`config.mk`:
```
export PLATFORM = sky130hd
export DESIGN_NAME = sisc_sub_idle_ctrl
export DESIGN_NICKNAME = d
export VERILOG_FILES = /design/src/sisc_wake_detect.v /design/src/sisc_sub_idle_ctrl.v
export VERILOG_INCLUDE_DIRS = /design/src /design/src/include
export SDC_FILE = /design/constraint.sdc
export NUM_CORES = 1
export LEC_CHECK = 0
export ABC_AREA = 1
export BUFFER_PORTS_ARGS = -buffer_cell sky130_fd_sc_hd__buf_2
export CAP_MARGIN = 30
export CORE_MARGIN = 5
export CORE_UTILIZATION = 40
export CTS_BUF_LIST = sky130_fd_sc_hd__clkbuf_16
export CTS_CLUSTER_DIAMETER = 120
export DETAILED_ROUTE_END_ITERATION = 6
export PLACE_DENSITY = 0.67
export SLEW_MARGIN = 0
export SYNTH_ARGS = -nofsm -noshare
export SYNTH_HDL_FRONTEND = slang
export SYNTH_SLANG_ARGS = --single-unit
export TNS_END_PERCENT = 10
```
`constraint.sdc`:
```
create_clock -name hclk -period 3.2 [get_ports hclk]
set_input_delay 0.64 -clock hclk [delete_from_list [all_inputs] [get_ports hclk]]
set_output_delay 0.64 -clock hclk [all_outputs]
set_load 0.01 [all_outputs]
```
`src/include/sisc_defines.vh`:
```
`ifndef SISC_DEFINES_VH
`define SISC_DEFINES_VH

// Register byte offsets
`define SISC_OFF_CTRL      12'h000
`define SISC_OFF_CLKSEL    12'h004
`define SISC_OFF_MASK      12'h008
`define SISC_OFF_STATUS    12'h00C
`define SISC_OFF_WAKE      12'h010

// Control register fields
`define SISC_CTRL_STANDBY  0
`define SISC_CTRL_WAKESEL  1
`define SISC_CTRL_SUBCLK   2
`define SISC_CTRL_MAINSTOP 3
`define SISC_CTRL_RESET    4'h0

// Clock source select fields
`define SISC_SEL_WATCH     0
`define SISC_SEL_SSER      1
`define SISC_SEL_TMR8      2
`define SISC_SEL_ASER      3
`define SISC_CLKSEL_RESET  4'h0

// Wake cause fields
`define SISC_WK_NMI        0
`define SISC_WK_EXT        1
`define SISC_WK_INT        2
`define SISC_WK_ACK        3
`define SISC_WK_HOLD       4

// Mode codes
`define SISC_MODE_NORMAL   2'h0
`define SISC_MODE_SUB      2'h1
`define SISC_MODE_SUBIDLE  2'h2

`define SISC_MASK_RESET    7'h7F
`define SISC_INT_MASK_RESET 8'hFF

`endif

```
`src/sisc_wake_detect.v`:
```
`timescale 1ns/10ps
// Wake detector: two-stage synchronisers for asynchronous wake pins
module sisc_wake_detect
#(
    parameter N_EXT = 7
)
(
    input  wire             hclk,
    input  wire             hresetn,
    input  wire             nmi_pin,
    input  wire [N_EXT-1:0] ext_irq_pin,
    output wire             nmi_sync,
    output wire [N_EXT-1:0] ext_irq_sync
);

    reg [N_EXT:0] meta_r;
    reg [N_EXT:0] sync_r;

    always @(posedge hclk or negedge hresetn)
    begin
        if (!hresetn)
        begin
            meta_r <= {(N_EXT+1){1'b0}};
            sync_r <= {(N_EXT+1){1'b0}};
        end
        else
        begin
            meta_r <= {ext_irq_pin, nmi_pin};
            sync_r <= meta_r;
        end
    end

    assign nmi_sync     = sync_r[0];
    assign ext_irq_sync = sync_r[N_EXT:1];

endmodule

```
`src/sisc_sub_idle_ctrl.v`:
```
`timescale 1ns/10ps
`include "sisc_defines.vh"

module sisc_sub_idle_ctrl
#(
    parameter N_EXT = 7,
    parameter N_INT = 8
)
(
    input  wire             hclk,
    input  wire             hresetn,
    // Register bus
    input  wire             hsel,
    input  wire [11:0]      haddr,
    input  wire [1:0]       htrans,
    input  wire             hwrite,
    input  wire [2:0]       hsize,
    input  wire [31:0]      hwdata,
    input  wire             hready,
    output reg  [31:0]      hrdata,
    output wire             hreadyout,
    output wire             hresp,
    // Wake sources and core status
    input  wire             nmi_pin,
    input  wire [N_EXT-1:0] ext_irq_pin,
    input  wire [N_INT-1:0] int_irq_req,
    input  wire             cpu_in_isr,
    input  wire [2:0]       cur_isr_prio,
    input  wire [2:0]       wake_prio,
    input  wire             irq_enabled_state,
    // Clock gates and retention controls
    output wire             osc_sub_en,
    output wire             main_osc_en,
    output wire             cpu_clk_en,
    output wire             periph_clk_en,
    output wire             watch_clk_en,
    output wire             sync_serial_clk_en,
    output wire             timer8_clk_en,
    output wire             async_serial_clk_en,
    output wire             port_hold,
    output wire             ram_hold,
    // Mode and wake reporting
    output reg  [1:0]       mode_r,
    output reg              wake_pulse_r,
    output reg              irq_ack_r,
    output reg              irq_branch_r
);

    localparam ST_RUN  = 2'h0;
    localparam ST_IDLE = 2'h1;
    localparam ST_WAKE = 2'h2;

    reg  [3:0]       ctrl_r;
    reg  [3:0]       clksel_r;
    reg  [N_EXT-1:0] ext_mask_r;
    reg  [N_INT-1:0] int_mask_r;
    reg  [4:0]       wake_r;
    reg  [1:0]       state_r;
    reg  [1:0]       state_nxt;
    reg              ph_write_r;
    reg  [11:0]      ph_addr_r;
    reg  [31:0]      rd_nxt;

    wire             nmi_s;
    wire [N_EXT-1:0] ext_s;
    wire             ext_wake;
    wire             int_wake;
    wire             any_wake;
    wire             main_stopped;
    wire             in_idle;
    wire             acc;
    wire             hi_prio;
    wire             entry_req;
    wire             wake_now;

    wire [N_EXT-1:0] ext_hit;
    wire [N_INT-1:0] int_hit;

    wire             wr_ctrl;
    wire             wr_clksel;
    wire             wr_mask;

    // Word match of a byte address against a register offset
    function reg_hit;
        input [11:0] a;
        input [11:0] off;
        begin
            reg_hit = (a[11:2] == off[11:2]);
        end
    endfunction

    // Clock enable of a block that may keep running in sub-idle
    function gate_en;
        input idle;
        input keep;
        begin
            gate_en = !idle | keep;
        end
    endfunction

    sisc_wake_detect #(
        .N_EXT        (N_EXT)
    ) u_wake (
        .hclk         (hclk),
        .hresetn      (hresetn),
        .nmi_pin      (nmi_pin),
        .ext_irq_pin  (ext_irq_pin),
        .nmi_sync     (nmi_s),
        .ext_irq_sync (ext_s)
    );

    // One match per external and internal wake source; masked sources are ignored
    genvar g;
    generate
        for (g = 0; g < N_EXT; g = g + 1)
        begin : g_ext
            assign ext_hit[g] = ext_s[g] & ~ext_mask_r[g];
        end
        for (g = 0; g < N_INT; g = g + 1)
        begin : g_int
            assign int_hit[g] = int_irq_req[g] & ~int_mask_r[g];
        end
    endgenerate

    // Wake logic stays on the always-running subclock
    assign ext_wake = |ext_hit;
    assign int_wake = |int_hit;
    assign any_wake = nmi_s | ext_wake | int_wake;
    assign hi_prio  = nmi_s | !cpu_in_isr | (wake_prio < cur_isr_prio);

    assign in_idle      = (state_r == ST_IDLE);
    assign main_stopped = ctrl_r[`SISC_CTRL_MAINSTOP];
    assign wake_now     = in_idle & any_wake;

    // Standby request honoured only with wake-select clear in subclock mode
    assign entry_req = ctrl_r[`SISC_CTRL_STANDBY] & !ctrl_r[`SISC_CTRL_WAKESEL] &
                       ctrl_r[`SISC_CTRL_SUBCLK];

    // Clock gating during sub-idle
    assign osc_sub_en    = 1'b1;
    assign main_osc_en   = !main_stopped;
    assign cpu_clk_en    = !in_idle;
    assign periph_clk_en = !in_idle;
    // Watch timer and sync serial need the main oscillator stopped as well
    assign watch_clk_en  = gate_en(in_idle, main_stopped & clksel_r[`SISC_SEL_WATCH]);
    assign sync_serial_clk_en = gate_en(in_idle, main_stopped & clksel_r[`SISC_SEL_SSER]);
    // Timers and async serial only need their external clock selected
    assign timer8_clk_en = gate_en(in_idle, clksel_r[`SISC_SEL_TMR8]);
    assign async_serial_clk_en = gate_en(in_idle, clksel_r[`SISC_SEL_ASER]);
    assign port_hold     = in_idle;
    assign ram_hold      = in_idle;

    assign hreadyout = 1'b1;
    assign hresp     = 1'b0;
    assign acc       = hsel & hready & htrans[1];

    // Mode and sleep state machine
    always @*
    begin
        state_nxt = state_r;
        case (state_r)
            ST_RUN:
            begin
                // Only taken from subclock operation
                if (entry_req)
                    state_nxt = ST_IDLE;
            end
            ST_IDLE:
            begin
                // Any unmasked request wakes, whatever its priority
                if (any_wake)
                    state_nxt = ST_WAKE;
            end
            ST_WAKE:
                state_nxt = ST_RUN;
            default:
                state_nxt = ST_RUN;
        endcase
    end

    // State register; reset returns everything to normal mode
    always @(posedge hclk or negedge hresetn)
    begin
        if (!hresetn)
            state_r <= ST_RUN;
        else
            state_r <= state_nxt;
    end

    // Operating mode: an interrupt wake goes back to subclock
    always @(posedge hclk or negedge hresetn)
    begin
        if (!hresetn)
            mode_r <= `SISC_MODE_NORMAL;
        else if (state_nxt == ST_IDLE)
            mode_r <= `SISC_MODE_SUBIDLE;
        else if (ctrl_r[`SISC_CTRL_SUBCLK])
            mode_r <= `SISC_MODE_SUB;
        else
            mode_r <= `SISC_MODE_NORMAL;
    end

    // One-cycle wake, acknowledge and branch pulses
    always @(posedge hclk or negedge hresetn)
    begin
        if (!hresetn)
        begin
            wake_pulse_r <= 1'b0;
            irq_ack_r    <= 1'b0;
            irq_branch_r <= 1'b0;
        end
        else
        begin
            wake_pulse_r <= wake_now;
            irq_ack_r    <= wake_now & hi_prio;
            irq_branch_r <= wake_now & hi_prio & (nmi_s | irq_enabled_state);
        end
    end

    // Wake cause, kept until the next wake; a refused request sets the hold bit
    always @(posedge hclk or negedge hresetn)
    begin
        if (!hresetn)
            wake_r <= 5'h00;
        else if (wake_now)
            wake_r <= {!hi_prio, hi_prio, int_wake, ext_wake, nmi_s};
    end

    // Data phase write strobes, one per writable register
    assign wr_ctrl   = ph_write_r & reg_hit(ph_addr_r, `SISC_OFF_CTRL);
    assign wr_clksel = ph_write_r & reg_hit(ph_addr_r, `SISC_OFF_CLKSEL);
    assign wr_mask   = ph_write_r & reg_hit(ph_addr_r, `SISC_OFF_MASK);

    // AHB-Lite address phase capture
    always @(posedge hclk or negedge hresetn)
    begin
        if (!hresetn)
        begin
            ph_write_r <= 1'b0;
            ph_addr_r  <= 12'h000;
        end
        else
        begin
            ph_write_r <= acc & hwrite;
            if (acc)
            begin
                ph_addr_r <= haddr;
            end
        end
    end

    // Control register; the standby request self-clears once sub-idle is taken
    always @(posedge hclk or negedge hresetn)
    begin
        if (!hresetn)
            ctrl_r <= `SISC_CTRL_RESET;
        else if (wr_ctrl)
            ctrl_r <= hwdata[3:0];
        else if (state_nxt == ST_IDLE)
            ctrl_r[`SISC_CTRL_STANDBY] <= 1'b0;
    end

    // Clock source selection for blocks that may run in sub-idle
    always @(posedge hclk or negedge hresetn)
    begin
        if (!hresetn)
            clksel_r <= `SISC_CLKSEL_RESET;
        else if (wr_clksel)
            clksel_r <= hwdata[3:0];
    end

    // Wake masks, a one masks the source
    always @(posedge hclk or negedge hresetn)
    begin
        if (!hresetn)
        begin
            ext_mask_r <= `SISC_MASK_RESET;
            int_mask_r <= `SISC_INT_MASK_RESET;
        end
        else if (wr_mask)
        begin
            ext_mask_r <= hwdata[N_EXT-1:0];
            int_mask_r <= hwdata[N_INT+15:16];
        end
    end

    // Read data is taken in the address phase and stands until the next read
    always @(posedge hclk or negedge hresetn)
    begin
        if (!hresetn)
            hrdata <= 32'h00000000;
        else if (acc && !hwrite)
            hrdata <= rd_nxt;
    end

    // Read mux; unmapped offsets read zero

    always @*
    begin
        rd_nxt = 32'h00000000;
        if (reg_hit(haddr, `SISC_OFF_CTRL))
            rd_nxt[3:0] = ctrl_r;
        else if (reg_hit(haddr, `SISC_OFF_CLKSEL))
            rd_nxt[3:0] = clksel_r;
        else if (reg_hit(haddr, `SISC_OFF_MASK))
        begin
            rd_nxt[N_EXT-1:0]  = ext_mask_r;
            rd_nxt[N_INT+15:16] = int_mask_r;
        end
        else if (reg_hit(haddr, `SISC_OFF_STATUS))
            rd_nxt[1:0] = state_r;
        else if (reg_hit(haddr, `SISC_OFF_WAKE))
            rd_nxt[4:0] = wake_r;
    end

endmodule

```
==> results.sh <==
export IMPL_dp_hpwl_mm=5.608
export IMPL_cp_num_buf_inv=3
export IMPL_gr_usage_met2=0.2398
export IMPL_post_cts_resized=0
export IMPL_use_met1=0.2100
export IMPL_drive_gt1_frac=0.3125
export IMPL_netlist_instances=370
export IMPL_tritoncts="yes"
export IMPL_syn_area_sq_mm=0.003465
export IMPL_grt_total_usage=0.1531
export IMPL_endpoint_kind="output port"
export IMPL_vias=2610
export IMPL_die_h_microns=103.1
export IMPL_period_needed_ns=2.101
export IMPL_die_area_sq_mm=0.01062
export IMPL_placeableCoreArea_sq_mm=0.008593
export IMPL_power_density_mw_per_mm2=542.9
export IMPL_power_leakage_nw=2.331
export IMPL_yosysTopAreaCell="dfrtp_1"
export IMPL_hold_viol=0
export IMPL_worst_hold_slack_ns=0.1196
export IMPL_htree_levels=3
export IMPL_fmax_mhz=476.0
export IMPL_ys_ff_latch=77
export IMPL_tns_ns=0
export IMPL_synthTopCellsByArea="dfrtp_1, dfstp_2, nand2_1"
export IMPL_path_depth=5
export IMPL_antenna_cells=0
export IMPL_antenna_left=0
export IMPL_worst_slew_pin_transition_ns=0.5727
export IMPL_worstPathMaxFanout=4
export IMPL_most_common_layout_cells="nand2_1, buf_2, dfrtp_1"
export IMPL_relSlewSlack=0.6171
export IMPL_cts_root_buf="clkbuf_16"
export IMPL_ys_warn_count=0
export IMPL_drv_cap=0
export IMPL_clk_latency_ns=0.33
export IMPL_grt_busiest_layer="met2"
export IMPL_rr_worst_depth=10
export IMPL_grtUsageMet3=0.03248
export IMPL_gp_congestion=0.8201
export IMPL_slew_viol_final=0
export IMPL_avgRoutedWirePerCell_microns=13.18
export IMPL_wirelength_mm=7.541
export IMPL_yosys_area_top_type_share=0.4478
export IMPL_antenna_found_initial=0
export IMPL_cp_data_required_time_ns=2.56
export IMPL_std_cell_rows=34
export IMPL_hold_class="input pin to asynchronous set/reset pin"
export IMPL_cts_buffers=9
export IMPL_cp_common_cell="inv_1"
export IMPL_slowest_delay_ns=0.39
export IMPL_areaGrowthSynthToFinish_pct=22.39
export IMPL_nets=539
export IMPL_ys_seq_area_frac=0.5616
export IMPL_start_util=0.4032
export IMPL_fin_skew_ns=0.008496
export IMPL_status="finished, final reports clean"
export IMPL_slowest_stage="dfrtp_1"
export IMPL_die_w_microns=103.1
export IMPL_rsz0062_at_grt="no"
export IMPL_critPathTopFamily="simple AND/OR/NAND/NOR gates"
export IMPL_synth_distinct_cells=31
export IMPL_drtIter0Drc=78
export IMPL_grt_pass1_vias=2589
export IMPL_post_cts_buffers=0
export IMPL_post_place_cells=555
export IMPL_vias_per_cell=4.563
export IMPL_cts_sinks=77
export IMPL_holdBufCountCts=0
export IMPL_final_period_utilization=0.6565
export IMPL_syn_avg_cell_area_sq_um=9.364
export IMPL_grt_pass1_wl_mm=12.39
export IMPL_path_cells="inv_1 -> nor2_1 -> inv_1 -> or2_2 -> buf_2"
export IMPL_crit_type="register to output port"
export IMPL_startpoint_type="register"
export IMPL_setup_viol=0
export IMPL_clock_path_buffers=2
export IMPL_drc=0
export IMPL_ios=127
export IMPL_crit_arrival_ns=1.46
export IMPL_portBuffers=83
export IMPL_grt_start_max_net_pins=78
export IMPL_irDropWorstVdd_v=0.0002609
export IMPL_clkTransAtPathRegs_ns=0.06
export IMPL_finalNonFillerCells=572
export IMPL_grt_ovfl_total=0
export IMPL_firstDrtPassIters=4
export IMPL_final_common_cell="nand2_1"
per-stage QoR:
stage            util  setup slack [ns]  total power (W)  instance area, sq um
2_1_floorplan       -             1.427         0.001225                  3532
4_1_cts        0.4902             1.082         0.002330                  4213
6_report       0.4934             1.099         0.002302                  4240
5_1_grt        0.4934             1.023         0.002421                  4240
3_5_place_dp   0.4550             1.279         0.001302                  3910
3_3_place_gp   0.4550             1.274         0.001292                  3910
path summary, 6_finish.rpt:
path / startpoint / to / slack (ns)
setup / recovery: state_r[0] / async_serial_clk_en / 1.10
hold / removal: hresetn / u_wake.meta_r[7] / 0.12
setup reg to reg: ext_mask_r[0] / wake_r[1] / 1.55
hold reg to reg: u_wake.meta_r[4] / u_wake.sync_r[4] / 0.35
max in group asynchronous: hresetn / int_mask_r[0] / 2.48
min in group hclk: u_wake.meta_r[4] / u_wake.sync_r[4] / 0.35
registers in the layout, indices dropped and copies added, names as in the netlist:
register and count:
hrdata 15, ph_addr_r 10, int_mask_r 8, u_wake.meta_r 8, u_wake.sync_r 8, ext_mask_r 7, wake_r 5, clksel_r 4
ctrl_r 4, mode_r 2, state_r 2, irq_ack_r 1, irq_branch_r 1, ph_write_r 1, wake_pulse_r 1
cells in the mapped netlist:
master	number
nand2_1	90
dfrtp_1	62
inv_1	49
o21ai_0	32
nor2_1	30
buf_4	22
mux2_2	16
nand3_1	16
dfstp_2	15
nand4_1	6
nor3_1	4
nor2_4	3
a21oi_1	2
buf_2	2
conb_1	2
ha_1	2
mux2_4	2
or2_2	2
a211oi_1	1
and2_1	1
and3_1	1
buf_6	1
clkbuf_1	1
inv_2	1
nand2_2	1
nand3_2	1
nand3_4	1
nor3_4	1
o2111ai_1	1
o211ai_1	1
o31ai_1	1
layer usage:
| layer | up-vias | wire [microns] | share of wire |
|---|---|---|---|
| met5 | - | 0 | 0 |
| met4 | 0 | 109 | 0.014 |
| met3 | 11 | 634 | 0.084 |
| met2 | 84 | 3570 | 0.47 |
| met1 | 1213 | 3227 | 0.43 |
| li1 | 1302 | - | - |
final cells by class:
type	count	area (sq um)
inverter	50	187.7
clock inverter	7	77.57
tap	108	135.1
timing repair buffer	86	460.4
clock buffer	9	225.2
sequential	77	1946
fill	831	4353
multi-input combinational	235	1209
cell families after synthesis:
kind of cell	synth area share
other cells	0.002168
simple gates	0.2012
compound gates	0.05815
mux	0.06067
buf+inv	0.1091
flops	0.5616
fa+ha+maj	0.007222
power breakdown:
part | leakage [nW] | switching (W) | internal (W)
Clock | 0.147 | 0.000403 | 0.000613
Sequential | 0.918 | 0.0000395 | 0.00105
Combinational | 1.26 | 0.000113 | 0.0000829
Total | 2.33 | 0.000555 | 0.00175
(Power assumes the default switching activity.)
